### src/include/edma_pkg.sv
package edma_pkg;

  // ****************************************
  // Sizes and control field positions
  // ****************************************
  localparam int          NCH          = 8;
  localparam int          CON_ON_BIT   = 15;
  localparam int          CON_BYTE_BIT = 14;
  localparam int          CON_DIR_BIT  = 13;
  localparam int          CON_HALF_BIT = 12;
  localparam int          CON_NULL_BIT = 11;
  localparam int          ADDRESSING_SELECT_HI     = 5;
  localparam int          ADDRESSING_SELECT_LO     = 4;
  localparam int          MODE_PP_BIT  = 1;
  localparam int          MODE_OS_BIT  = 0;
  localparam int          REQ_FORCE    = 15;
  localparam logic [15:0] CON_MASK     = 16'hF833;
  localparam logic [15:0] ZERO16       = 16'h0000;
  localparam logic [15:0] BYTE_MASK    = 16'h00FF;
  localparam logic [15:0] STEP_BYTE    = 16'h0001;
  localparam logic [15:0] STEP_WORD    = 16'h0002;
  localparam logic [9:0]  CNT_ONE      = 10'h001;

  // ****************************************
  // Register map (byte addresses)
  // ****************************************
  localparam logic [4:0]  REG_CON      = 5'h00;
  localparam logic [4:0]  REG_REQ      = 5'h04;
  localparam logic [4:0]  REG_STA      = 5'h08;
  localparam logic [4:0]  REG_STB      = 5'h0C;
  localparam logic [4:0]  REG_PAD      = 5'h10;
  localparam logic [4:0]  REG_CNT      = 5'h14;
  localparam logic [11:0] ADDR_CLASH   = 12'h100;
  localparam logic [11:0] ADDR_STATUS  = 12'h104;

  // ****************************************
  // Types
  // ****************************************
  typedef enum logic [1:0] {S_IDLE, S_READ, S_WRITE, S_DONE} edma_state_t;

  // One transaction bus port (RAM side or peripheral side)
  typedef struct packed {
    logic        rd;
    logic        wr;
    logic        byte_sel;
    logic [15:0] addr;
    logic [15:0] wdata;
  } edma_bus_t;

  // Processor write seen on the other port of the same space
  typedef struct packed {
    logic        wr;
    logic [15:0] addr;
  } edma_snoop_t;

endpackage

### src/verilog/edma_top.sv
// Functional notes
// - Eight channels, each with control, select, two bases, target and 10-bit tally.
// - Control bit 13 picks RAM-to-peripheral or peripheral-to-RAM.
// - Control bit 14 set means byte transfers, clear means words.
// - Interrupt at block end, or at half block when control bit 12 set.
// - Bit 11 adds a zero write to the peripheral; only for peripheral-to-RAM.
// - Addressing values 10 and 11 take the RAM address from the peripheral.
// - Addressing 00 steps the RAM address, 01 keeps it fixed.
// - Mode values 01 and 11 are one-shot, 00 and 10 repeat blocks.
// - Modes 11 and 10 alternate between the two buffer bases per block; here mode 11 turns off after the first block, so only the first base is used.
// - Force bit starts one manual transfer; hardware alone clears it afterwards.
// - A 7-bit select picks one of 128 request lines as trigger.
// - Request numbers map to fixed peripheral events and register addresses.
// - Base registers read back the live pointer; writes store the base.
// - Transfers use their own buses, never stealing processor cycles.
// - Simultaneous requests are arbitrated by fixed priority.
// - Two shared status registers: clash flags, and activity plus buffer state.
// - A block is the programmed tally plus one transfers.
// - Hardware sets a clash flag; software can clear but not set it.
//
// Our own choices: the APB register port and the register offsets.
module edma_top
  import edma_pkg::*;
(
  // Clock and reset
  input  wire logic        clk,
  input  wire logic        nrst,
  // APB slave
  input  wire logic        psel,
  input  wire logic        penable,
  input  wire logic        pwrite,
  input  wire logic [11:0] paddr,
  input  wire logic [31:0] pwdata,
  output logic             pready,
  output logic [31:0]      prdata,
  output logic             pslverr,
  // Peripheral request lines and indirect RAM address
  input  wire logic [127:0] dma_req_in,
  input  wire logic [15:0]  periph_ram_addr,
  // Peripheral transaction bus
  output edma_bus_t        sfr_bus,
  input  wire logic [15:0] sfr_rdata,
  input  edma_snoop_t      cpu_sfr_snoop,
  // Buffer RAM transaction bus
  output edma_bus_t        ram_bus,
  input  wire logic [15:0] ram_rdata,
  input  edma_snoop_t      cpu_ram_snoop,
  // Per-channel interrupt requests
  output logic [NCH-1:0]   chan_irq
);

  // ****************************************
  // Storage
  // ****************************************
  logic [15:0]    con_q   [NCH];
  logic [6:0]     sel_q   [NCH];
  logic [15:0]    sta_q   [NCH];
  logic [15:0]    stb_q   [NCH];
  logic [15:0]    pad_q   [NCH];
  logic [15:0]    ptr_q   [NCH];
  logic [9:0]     cnt_q   [NCH];
  logic [9:0]     tally_q [NCH];
  logic [NCH-1:0] force_q;
  logic [NCH-1:0] pend_q;
  logic [NCH-1:0] buf_q;
  logic [NCH-1:0] xclash_q;
  logic [NCH-1:0] pclash_q;
  edma_state_t    state_q;
  logic [2:0]     gch_q;
  logic           gforce_q;
  logic [15:0]    raddr_q;

  // ****************************************
  // APB decode
  // ****************************************
  logic        is_chan;
  logic        hit;
  logic [2:0]  ch_idx;
  logic [4:0]  reg_idx;
  logic        acc;
  logic        wr_acc;
  logic [15:0] rd_mux;
  logic [NCH-1:0] busy_oh;

  // Address decode, held stable by the master through the access phase
  always_comb begin
    ch_idx  = paddr[7:5];
    reg_idx = paddr[4:0];
    is_chan = (paddr[11:8] == 4'h0) && (reg_idx <= REG_CNT) && (reg_idx[1:0] == 2'h0);
    hit     = is_chan || (paddr == ADDR_CLASH) || (paddr == ADDR_STATUS);
    acc     = psel && penable && pready;
    wr_acc  = acc && pwrite && !pslverr;
  end

  // Activity view: pending or in flight
  always_comb begin
    busy_oh = pend_q;
    if (state_q != S_IDLE) begin
      busy_oh[gch_q] = 1'b1;
    end
  end

  // Read data; base registers show the live pointer
  always_comb begin
    rd_mux = ZERO16;
    if (paddr == ADDR_CLASH) begin
      rd_mux = {pclash_q, xclash_q};
    end else if (paddr == ADDR_STATUS) begin
      rd_mux = {buf_q, busy_oh};
    end else if (is_chan) begin
      case (reg_idx)
        REG_CON: rd_mux = con_q[ch_idx];
        REG_REQ: rd_mux = {force_q[ch_idx], 8'h00, sel_q[ch_idx]};
        REG_STA: rd_mux = ptr_q[ch_idx];
        REG_STB: rd_mux = ptr_q[ch_idx];
        REG_PAD: rd_mux = pad_q[ch_idx];
        REG_CNT: rd_mux = {6'h00, cnt_q[ch_idx]};
        default: rd_mux = ZERO16;
      endcase
    end
  end

  // Zero-wait slave: ready and data in the first access cycle
  always_ff @(posedge clk or negedge nrst) begin
    if (!nrst) begin
      pready  <= 1'b0;
      prdata  <= 32'h00000000;
      pslverr <= 1'b0;
    end else begin
      pready  <= psel && !penable;
      prdata  <= {16'h0000, rd_mux};
      pslverr <= psel && !penable && !hit;
    end
  end

  // ****************************************
  // Arbitration
  // ****************************************
  logic [2:0]     low_ch;
  logic [NCH-1:0] grant_oh;
  logic [NCH-1:0] done_oh;

  // Lowest-numbered pending channel wins
  always_comb begin
    low_ch = 3'h0;
    for (int i = NCH - 1; i >= 0; i--) begin
      if (pend_q[i]) begin
        low_ch = 3'(i);
      end
    end
    grant_oh = '0;
    done_oh  = '0;
    if (state_q == S_IDLE && pend_q != '0) begin
      grant_oh[low_ch] = 1'b1;
    end
    if (state_q == S_DONE) begin
      done_oh[gch_q] = 1'b1;
    end
  end

  // ****************************************
  // Channel logic
  // ****************************************
  for (genvar c = 0; c < NCH; c++) begin : g_ch
    logic wsel;
    logic start;
    logic last;
    logic half;
    logic force_set;
    logic [15:0] step;

    always_comb begin
      wsel      = wr_acc && is_chan && (ch_idx == 3'(c));
      start     = wsel && (reg_idx == REG_CON) && pwdata[CON_ON_BIT] && !con_q[c][CON_ON_BIT];
      force_set = wsel && (reg_idx == REG_REQ) && pwdata[REQ_FORCE];
      last      = (tally_q[c] == cnt_q[c]);
      half      = (tally_q[c] == {1'b0, cnt_q[c][9:1]});
      step      = con_q[c][CON_BYTE_BIT] ? STEP_BYTE : STEP_WORD;
    end

    // Control word; one-shot block end turns the channel off
    always_ff @(posedge clk or negedge nrst) begin
      if (!nrst) begin
        con_q[c] <= ZERO16;
      end else if (wsel && reg_idx == REG_CON) begin
        con_q[c] <= pwdata[15:0] & CON_MASK;
      end else if (done_oh[c] && last && con_q[c][MODE_OS_BIT]) begin
        con_q[c][CON_ON_BIT] <= 1'b0;
      end
    end

    // Plain configuration registers
    always_ff @(posedge clk or negedge nrst) begin
      if (!nrst) begin
        sel_q[c] <= 7'h00;
        sta_q[c] <= ZERO16;
        stb_q[c] <= ZERO16;
        pad_q[c] <= ZERO16;
        cnt_q[c] <= 10'h000;
      end else if (wsel) begin
        if (reg_idx == REG_REQ) sel_q[c] <= pwdata[6:0];
        if (reg_idx == REG_STA) sta_q[c] <= pwdata[15:0];
        if (reg_idx == REG_STB) stb_q[c] <= pwdata[15:0];
        if (reg_idx == REG_PAD) pad_q[c] <= pwdata[15:0];
        if (reg_idx == REG_CNT) cnt_q[c] <= pwdata[9:0];
      end
    end

    // Force bit: software sets only, forced transfer end clears, set wins
    always_ff @(posedge clk or negedge nrst) begin
      if (!nrst) begin
        force_q[c] <= 1'b0;
      end else if (force_set) begin
        force_q[c] <= 1'b1;
      end else if (done_oh[c] && gforce_q) begin
        force_q[c] <= 1'b0;
      end
    end

    // Pending request from the selected line or a force, set wins over grant
    always_ff @(posedge clk or negedge nrst) begin
      if (!nrst) begin
        pend_q[c] <= 1'b0;
      end else if (con_q[c][CON_ON_BIT] && (dma_req_in[sel_q[c]] || force_set)) begin
        pend_q[c] <= 1'b1;
      end else if (grant_oh[c]) begin
        pend_q[c] <= 1'b0;
      end
    end

    // Live pointer, tally and ping-pong buffer state
    always_ff @(posedge clk or negedge nrst) begin
      if (!nrst) begin
        ptr_q[c]   <= ZERO16;
        tally_q[c] <= 10'h000;
        buf_q[c]   <= 1'b0;
      end else if (start) begin
        ptr_q[c]   <= sta_q[c];
        tally_q[c] <= 10'h000;
        buf_q[c]   <= 1'b0;
      end else if (done_oh[c]) begin
        if (last) begin
          tally_q[c] <= 10'h000;
          if (con_q[c][MODE_PP_BIT]) begin
            buf_q[c] <= !buf_q[c];
            ptr_q[c] <= buf_q[c] ? sta_q[c] : stb_q[c];
          end else begin
            ptr_q[c] <= buf_q[c] ? stb_q[c] : sta_q[c];
          end
        end else begin
          tally_q[c] <= tally_q[c] + CNT_ONE;
          if (con_q[c][ADDRESSING_SELECT_HI:ADDRESSING_SELECT_LO] == 2'b00) begin
            ptr_q[c] <= ptr_q[c] + step;
          end
        end
      end
    end

    // Interrupt pulse at full or half block
    always_ff @(posedge clk or negedge nrst) begin
      if (!nrst) begin
        chan_irq[c] <= 1'b0;
      end else begin
        chan_irq[c] <= done_oh[c] && (con_q[c][CON_HALF_BIT] ? half : last);
      end
    end

    // Clash flags: hardware sets, write-one clears, set wins
    always_ff @(posedge clk or negedge nrst) begin
      if (!nrst) begin
        xclash_q[c] <= 1'b0;
        pclash_q[c] <= 1'b0;
      end else begin
        if (done_oh[c] && ram_bus.wr && cpu_ram_snoop.wr && cpu_ram_snoop.addr == ram_bus.addr) begin
          xclash_q[c] <= 1'b1;
        end else if (wr_acc && paddr == ADDR_CLASH && pwdata[c]) begin
          xclash_q[c] <= 1'b0;
        end
        if (done_oh[c] && sfr_bus.wr && cpu_sfr_snoop.wr && cpu_sfr_snoop.addr == sfr_bus.addr) begin
          pclash_q[c] <= 1'b1;
        end else if (wr_acc && paddr == ADDR_CLASH && pwdata[c + 8]) begin
          pclash_q[c] <= 1'b0;
        end
      end
    end
  end

  // ****************************************
  // Transfer engine on the private buses
  // ****************************************
  logic [15:0] g_con;
  logic [15:0] rd_word;

  always_comb begin
    g_con   = con_q[gch_q];
    rd_word = g_con[CON_DIR_BIT] ? ram_rdata : sfr_rdata;
    if (g_con[CON_BYTE_BIT]) begin
      rd_word = rd_word & BYTE_MASK;
    end
  end

  // Idle, read strobe, write strobe, bookkeeping; four cycles per transfer
  always_ff @(posedge clk or negedge nrst) begin
    if (!nrst) begin
      state_q  <= S_IDLE;
      gch_q    <= 3'h0;
      gforce_q <= 1'b0;
      raddr_q  <= ZERO16;
      ram_bus  <= '0;
      sfr_bus  <= '0;
    end else begin
      case (state_q)
        S_IDLE: begin
          if (pend_q != '0) begin
            gch_q    <= low_ch;
            gforce_q <= force_q[low_ch];
            raddr_q  <= con_q[low_ch][ADDRESSING_SELECT_HI] ? periph_ram_addr : ptr_q[low_ch];
            ram_bus.byte_sel <= con_q[low_ch][CON_BYTE_BIT];
            sfr_bus.byte_sel <= con_q[low_ch][CON_BYTE_BIT];
            if (con_q[low_ch][CON_DIR_BIT]) begin
              ram_bus.rd   <= 1'b1;
              ram_bus.addr <= con_q[low_ch][ADDRESSING_SELECT_HI] ? periph_ram_addr : ptr_q[low_ch];
            end else begin
              sfr_bus.rd   <= 1'b1;
              sfr_bus.addr <= pad_q[low_ch];
            end
            state_q <= S_READ;
          end
        end
        S_READ: begin
          ram_bus.rd <= 1'b0;
          sfr_bus.rd <= 1'b0;
          state_q    <= S_WRITE;
        end
        S_WRITE: begin
          if (g_con[CON_DIR_BIT]) begin
            sfr_bus.wr    <= 1'b1;
            sfr_bus.addr  <= pad_q[gch_q];
            sfr_bus.wdata <= rd_word;
          end else begin
            ram_bus.wr    <= 1'b1;
            ram_bus.addr  <= raddr_q;
            ram_bus.wdata <= rd_word;
            if (g_con[CON_NULL_BIT]) begin
              sfr_bus.wr    <= 1'b1;
              sfr_bus.addr  <= pad_q[gch_q];
              sfr_bus.wdata <= ZERO16;
            end
          end
          state_q <= S_DONE;
        end
        S_DONE: begin
          ram_bus.wr <= 1'b0;
          sfr_bus.wr <= 1'b0;
          state_q    <= S_IDLE;
        end
        default: state_q <= S_IDLE;
      endcase
    end
  end

  // ****************************************
  // Checks
  // ****************************************
  apb_ready_a: assert property (@(posedge clk) disable iff (!nrst)
    psel && !penable |=> pready && !$past(penable)) else $error("slave not ready in access");
  prio_grant_a: assert property (@(posedge clk) disable iff (!nrst)
    state_q == S_IDLE && pend_q[0] |=> state_q == S_READ && gch_q == 3'h0)
    else $error("channel 0 lost arbitration");
  xfer_seq_a: assert property (@(posedge clk) disable iff (!nrst)
    state_q == S_IDLE && pend_q != '0 |=> (ram_bus.rd || sfr_bus.rd) ##1
    !(ram_bus.rd || sfr_bus.rd) ##1 (ram_bus.wr || sfr_bus.wr)) else $error("bad transfer order");
  dir_read_a: assert property (@(posedge clk) disable iff (!nrst)
    state_q == S_READ |-> (ram_bus.rd == g_con[CON_DIR_BIT]) && (sfr_bus.rd != ram_bus.rd))
    else $error("read on wrong bus");
  null_wr_a: assert property (@(posedge clk) disable iff (!nrst)
    ram_bus.wr && g_con[CON_NULL_BIT] |-> sfr_bus.wr && sfr_bus.wdata == ZERO16)
    else $error("missing null write");
  oneshot_off_a: assert property (@(posedge clk) disable iff (!nrst)
    state_q == S_DONE && g_con[MODE_OS_BIT] && tally_q[gch_q] == cnt_q[gch_q]
    && !(wr_acc && is_chan) |=> !con_q[$past(gch_q)][CON_ON_BIT]) else $error("one-shot still on");
  force_clr_a: assert property (@(posedge clk) disable iff (!nrst)
    state_q == S_DONE && gforce_q && !(wr_acc && is_chan) |=> !force_q[$past(gch_q)])
    else $error("force not cleared");
  irq_full_a: assert property (@(posedge clk) disable iff (!nrst)
    state_q == S_DONE && !g_con[CON_HALF_BIT] && tally_q[gch_q] == cnt_q[gch_q]
    |=> chan_irq[$past(gch_q)]) else $error("no block interrupt");
  clash_hold_a: assert property (@(posedge clk) disable iff (!nrst)
    (xclash_q & ~$past(xclash_q)) != '0 |-> $past(state_q) == S_DONE
    && (xclash_q & ~$past(xclash_q)) == (NCH'(1) << $past(gch_q)))
    else $error("clash flag set without clash");

endmodule // edma_top
### config.mk
export PLATFORM = sky130hd
export DESIGN_NAME = edma_top
export DESIGN_NICKNAME = d
export VERILOG_FILES = /design/src/include/edma_pkg.sv /design/src/verilog/edma_top.sv
export SDC_FILE = /design/constraint.sdc
export NUM_CORES = 2
export LEC_CHECK = 0
export BUFFER_PORTS_ARGS = -buffer_cell sky130_fd_sc_hd__buf_2
export CORE_ASPECT_RATIO = 1.4
export CORE_MARGIN = 1.5
export CORE_UTILIZATION = 62
export CTS_CLUSTER_DIAMETER = 40
export DETAILED_ROUTE_END_ITERATION = 8
export PLACE_DENSITY = 0.81
export REMOVE_ABC_BUFFERS = 1
export SYNTH_ARGS = -nofsm -noshare
export SYNTH_HDL_FRONTEND = slang
export SYNTH_SLANG_ARGS = --single-unit
### constraint.sdc
create_clock -name clk -period 3.5 [get_ports clk]
set_clock_uncertainty 0.05 [all_clocks]
set_input_delay 0.7 -clock clk [delete_from_list [all_inputs] [get_ports clk]]
set_output_delay 0.7 -clock clk [all_outputs]
set_load 0.01 [all_outputs]
======== Yosys cells after proc, flatten, opt, wreduce, memory -nomap -nowiden ========
Index checks and enable logic that the tools add are counted.
word-level totals
  register bits after elaboration ......... 957
  memory bits (writable) .................. 0
  memories kept ........................... 0
  bits of input ports ..................... 259
  bits in read-only memories .............. 0
  bits in latches ......................... 0
operators by class
  order comparisons ....................... 17
  $add $sub $neg .......................... 16
  bitwise logic cells ..................... 5
  equality and inequality tests ........... 40
  shifts and indexed selects .............. 0
  div/mod/pow operators ................... 0
  multiply operators ...................... 0
  muxes and demuxes ....................... 302
  reduce and logical (&&, ||, !) cells .... 351
operator list
  cell                                                                   number
  16-bit 2-to-1 mux                                                      78
  16-bit binary-select mux with 3-bit select                             8
  10-bit 2-to-1 mux                                                      26
  1-bit logical AND                                                      165
  1-bit 2-to-1 mux                                                       139
  2-bit nonzero test                                                     69
  16-bit by 2-bit adder with 16-bit output                               8
  2-bit AND reduction                                                    53
  32-bit 2-to-1 mux                                                      3
  10-bit by 1-bit adder with 10-bit output (second input constant)       8
  10-bit == test                                                         8
  10-bit by 9-bit == test with 1-bit output                              8
  16-bit one-hot mux with 5 select lines                                 1
  7-bit by 8-bit < comparator with 1-bit output (second input constant)  8
  16-bit one-hot mux with 2 select lines                                 2
  15-bit 2-to-1 mux                                                      4
  1-bit binary-select mux with 7-bit select                              8
  16-bit == test                                                         2
  10-bit binary-select mux with 3-bit select                             1
  3-bit AND reduction                                                    10
  12-bit by 9-bit == test with 1-bit output (second input constant)      2
  3-bit 2-to-1 mux                                                       8
  8-bit 2-to-1 mux                                                       3
  3-bit nonzero test                                                     8
  34 further kinds                                                       101

======== Depth between registers and ports, before layout ========
  depth after elaboration ................. 16
  mapped depth ............................ 12

======== Worst setup path before layout ========
OpenSTA, ideal clock, no wires.
  kind .................................... input -> register
  from .................................... input port paddr[4]
  to ...................................... register sta_q[70] (netlist name)
  buffers on the path ..................... 2
  arrival time ............................ 2.881 ns
  stages on the path ...................... 8
  setup slack ............................. 0.445 ns
  library setup time ...................... 0.125 ns
  path through ............................ a2111o_1 -> or4_4 -> buf_6 -> nor3_4 -> nand2_2 -> nor3_4 -> buf_4 -> mux2_2
between the ends
  word-level cells in the longest chain between the ends .. 6
ends and longest elaborated chain
  item                             line             text
  from (decl)                      edma_top.sv:32   input wire logic [11:0] paddr,
  5-bit less-or-equal comparator   edma_top.sv:89   is_chan = (paddr[11:8] == 4'h0) && (reg_idx <= REG_CNT) && (reg_idx[1:0] == 2'h0);
  1-bit logical AND (2 in series)  edma_top.sv:89
  1-bit logical AND (2 in series)  edma_top.sv:173  wsel = wr_acc && is_chan && (ch_idx == 3'(c));
  2-bit AND reduction (no line) *  n/a
  to (signal, indexed assignment)  edma_top.sv:202  if (reg_idx == REG_STA) sta_q[c] <= pwdata[15:0];
  to (decl)                        edma_top.sv:57   logic [15:0] sta_q [NCH];
Mark *: on every way between the ends. The rest lies on a longest branch, timed or not.
A chain may end at the register's enable or synchronous reset.

======== Final worst setup path ========
  from .................................... register sel_q[28] (netlist name)
  to ...................................... register pend_q[3]
between the ends
  word-level cells in the longest chain between the ends .. 5
ends and longest elaborated chain
  item                                                           line             text
  from (decl)                                                    edma_top.sv:56   logic [6:0] sel_q [NCH];
  from (signal, indexed assignment)                              edma_top.sv:201  if (reg_idx == REG_REQ) sel_q[c] <= pwdata[6:0];
  1-bit binary-select mux with 7-bit select *                    edma_top.sv:224  end else if (con_q[c][CON_ON_BIT] && (dma_req_in[sel_q[c]] || force_set)) begin
  1-bit 2-to-1 mux (not written as such) *                       edma_top.sv:224
  1-bit logical OR *                                             edma_top.sv:224
  1-bit logical AND *                                            edma_top.sv:224
  1-bit 2-to-1 mux / 2-bit nonzero test (equally long branches)  n/a
  to (signal, indexed assignment)                                edma_top.sv:223  pend_q[c] <= 1'b0;
  to (signal, indexed assignment)                                edma_top.sv:225  pend_q[c] <= 1'b1;
  to (signal, indexed assignment)                                edma_top.sv:227  pend_q[c] <= 1'b0;
  to (decl)                                                      edma_top.sv:64   logic [NCH-1:0] pend_q;
Mark *: on every way between the ends. The rest lies on a longest branch, timed or not. The select of a mux whose other input is x is not followed.

==> impl_metrics.yaml <==
clocking:
  cts.htree.levels: 3
  clock_latency_ns: 0.75
  cts_tree: "yes"
  cts_root_buf: "clkbuf_16"
  numCtsBuffers: 111
  worst_setup_hold_path_clk_slew_ns: 0.07
  clock_sinks: 957
  postCtsSetupBuffers: 0
  clock_tree_buf_depth: 3
cells_and_area:
  syn2layout_area_growth_pct: 14.8
  fin_area_um2: 69300
  layout-drive-gt1-share: 0.253
  post_layout_nonfiller_instances: 7793
  seqCellArea_um2: 24000
  multi_input_area_um2: 34200
  num-fill-cells: 6857
  net_total_in_the_final_layout: 6668
outcome:
  run_status: "finished, violations left"
  failed_checks: "design-rule violations"
die:
  core_area_um2: 96600
  die_y_um: 372
  initial_core_util: 0.625
  boundaryPins: 371
  die_area_um2: 99300
  fp-row-count: 135
  fp.dieW_um: 267
place:
  gp_routability_congestion: 1.09
  detailed_place.area_um2: 65200
  dpl.cell_count: 7558
  hpwlAfterDp_um: 164000
  port_buffers: 338
detailed_routing:
  dr.first_iter.drc_count: 8607
  dr_total_vias: 57300
  drtPass1Iterations: 9
  antenna_left: 0
  detail_route.vias_per_cell: 7.35
  routed_wl_um: 238000
  routedWlPerCell_um: 30.5
  route.detailed.drc: 14
logic_synthesis:
  top_area_cell_type_share_of_the_netlist_area: 0.396
  synth_adder_area_share: 0.00845
  synth.largest_area_cell: "dfrtp_1"
  ys_warn_count: 0
  cell_types_with_the_largest_area_share_after_synthesis: "dfrtp_1 (40%), mux4_2 (14%), o21ai_0 (6.2%), mux2_2 (5.1%), nand2_1 (4.8%)"
  synth_compound_gate_area_share: 0.150
  synth.area.mux_share: 0.222
  synthDistinctLibCells: 82
  syn-cell-area_um2: 60400
  area_share_of_xor_xnor_cells_in_the_synthesized_design: 0.0461
  async_flop_share: 1.00
  postSynthCellCount: 6077
  synth-edff-count: 0
  synth_top_family_by_area: "multiplexers"
  ys_seq_area_frac: 0.396
  number_of_register_bits_inferred_by_synthesis: 957
  yosys_most_used_dff: "dfrtp_1"
  synthesis.area_per_instance_um2: 9.94
  fraction_of_the_mapped_netlist_area_in_simple_logic_gates: 0.136
sta:
  tightestPinTransition_ns: 1.42
  max_freq_mhz: 297
  setup_viol_count_final: 0
  hold_ws_ns: 0.0965
  post-route-period-util: 0.961
  max_slew_margin: 0.0414
  rsz0062_at_grt: "no"
  timing.final.max_slew_violations: 0
  final_period_minus_worst_setup_slack_ns: 3.36
  final-hold-violation-count: 0
worst_setup_path:
  critical_path.startpoint_type: "flop"
  timing.critical_path.cells: "mux4_2, nor2b_1, a2111oi_0, nor4_1, buf_2, a311oi_1, o311ai_0"
  timing.critical_path.slowest_cell_delay_ns: 0.65
  slowest_stage: "dfrtp_2"
  cp_data_required_time_ns: 4.03
  criticalPathCategory: "flop to flop"
  setup.worst_path.end_class: "flop"
  critPathMaxFanout: 12
  worst-endpoint-arrival_ns: 3.89
run:
  cap_violations: 0
global_routing:
  grt_pass1_wl_um: 352000
  via_count_of_the_first_global_routing_pass: 56200
  globalRouteOverflowTotal: 0
  antenna_found_initial: 32
  groute.usage.overall: 0.482
  maximum_number_of_pins_on_one_net_before_global_route_repair: 94
pwr:
  power.leakage_uw: 0.0290
  power_per_cell_area_nw_per_um2: 387
  peakVddDrop_v: 0.000443
min_path:
  hold_path_class: "input port to flop"
cells in the final DEF, fill, tap and decap left out, types with 60 or more instances in the layout:
master and count:
inv_1 61, dfrtp_1 947, mux2_2 275, mux2i_1 178, buf_2 335, mux4_2 378
o22ai_1 140, xor2_1 150, xnor2_1 168, a21oi_1 323, buf_12 60, nand3_1 207
nand2_1 775, nor2_1 327, o21ai_0 752, buf_4 303, clkbuf_16 113
worst max-delay path: cells and delay by family, from the launching register on:
kind	cells	cell delay, ns
simple gates	2	0.31
buf+inv	1	0.21
compound gates	3	1.43
mux	1	0.55
flops	1	0.65
sequential cells by signal, summed over array words and instances (netlist names), 2 cells and up:
signal,count
pad_q,128
stb_q,128
con_q,72
prdata,16
force_q,8
tally_q,80
pclash_q,8
pend_q,8
sel_q,56
xclash_q,8
state_q,2
ptr_q,128
cnt_q,80
sta_q,128
raddr_q,16
buf_q,8
ram_bus,35
chan_irq,8
sfr_bus,34
gch_q,3
power by group:
part           internal, µW  switching, µW
Combinational           995           1540
Clock                  7470           5310
Sequential            11200            292
cell families (layout without fill, tap and decap cells):
logic type / after synthesis / count (layout)
adders and majority gates: 36 / 36
buffers and inverters: 604 / 983
and+or+nand+nor: 1772 / 1772
muxes: 831 / 831
AOI/OAI and AO/OA: 1558 / 1558
other: 1 / 37
xor gates and xnor gates: 318 / 318
DFF: 957 / 957
worst paths after layout:
kind	cells after the start	endpoint	start	slack (ns)
max in group asynchronous	4	cnt_q[66]	nrst	1.87
worst min-delay path	3	ram_bus[6]	sfr_rdata[6]	0.1
worst max register to register	7	pend_q[3]	sel_q[28]	0.14
min in group asynchronous	2	ram_bus[6]	nrst	0.48
worst min register to register	2	stb_q[103]	stb_q[103]	0.43
worst max-delay path	7	pend_q[3]	sel_q[28]	0.14
per-stage QoR:
stage,setup TNS (ns),setup slack (ns),utilization,total power (µW)
after CTS,0,0.193,0.717,26700
after global routing,0,0.0831,0.717,27400
after floorplan,-240.87,-3.05,-,12700
after global placement,-2.26,-0.162,0.675,14100
after detailed placement,-3.85,-0.250,0.675,14100
final,0,0.136,0.718,26900
routing by layer:
metal	routed length (µm)	track usage	vias to the layer above
met3	31300	0.167	1732
met1	72300	0.527	27500
met5	248	0.00688	-
li1	-	-	23000
met2	104000	0.726	5037
met4	29300	0.470	14
layout make-up:
cell class | instances | area share
antenna | 21 | 0.000758
clock buffer | 141 | 0.0449
clock inverter | 70 | 0.0136
inverter | 70 | 0.00379
multi-input combinational | 4531 | 0.493
sequential | 957 | 0.346
tap | 1301 | 0.0235
timing repair buffer | 702 | 0.0750
Yosys cell counts (16+ instances only):
master and count:
a222oi_1 31, nor3_1 62, a211oi_1 33, nand2b_1 37
nor3b_1 33, o22a_1 20, xor2_1 150, o22ai_1 140
a221oi_1 34, nor2b_1 59, clkbuf_1 382, a31oi_1 43
nand3_1 207, a22oi_1 38, and2_1 16, a2111oi_0 16
buf_2 79, and3_1 56, a22o_1 24, mux2i_1 178
and4_1 17, mux2_2 275, inv_1 67, mux4_2 378
dfrtp_1 957, nand4_1 48, a21oi_1 327, nand2_1 775
buf_4 28, o21ai_0 754, nor4_1 53, nor2_1 330
xnor2_1 168, ha_1 28, buf_1 43
timing repair:
item | 4_1_cts | 5_1_grt
hold endpoints to repair | 57 | 0
hold buffers | 1 | 0
setup endpoints to repair | 0 | 14
resized for setup | 0 | 2
(Power assumes the default switching activity.)
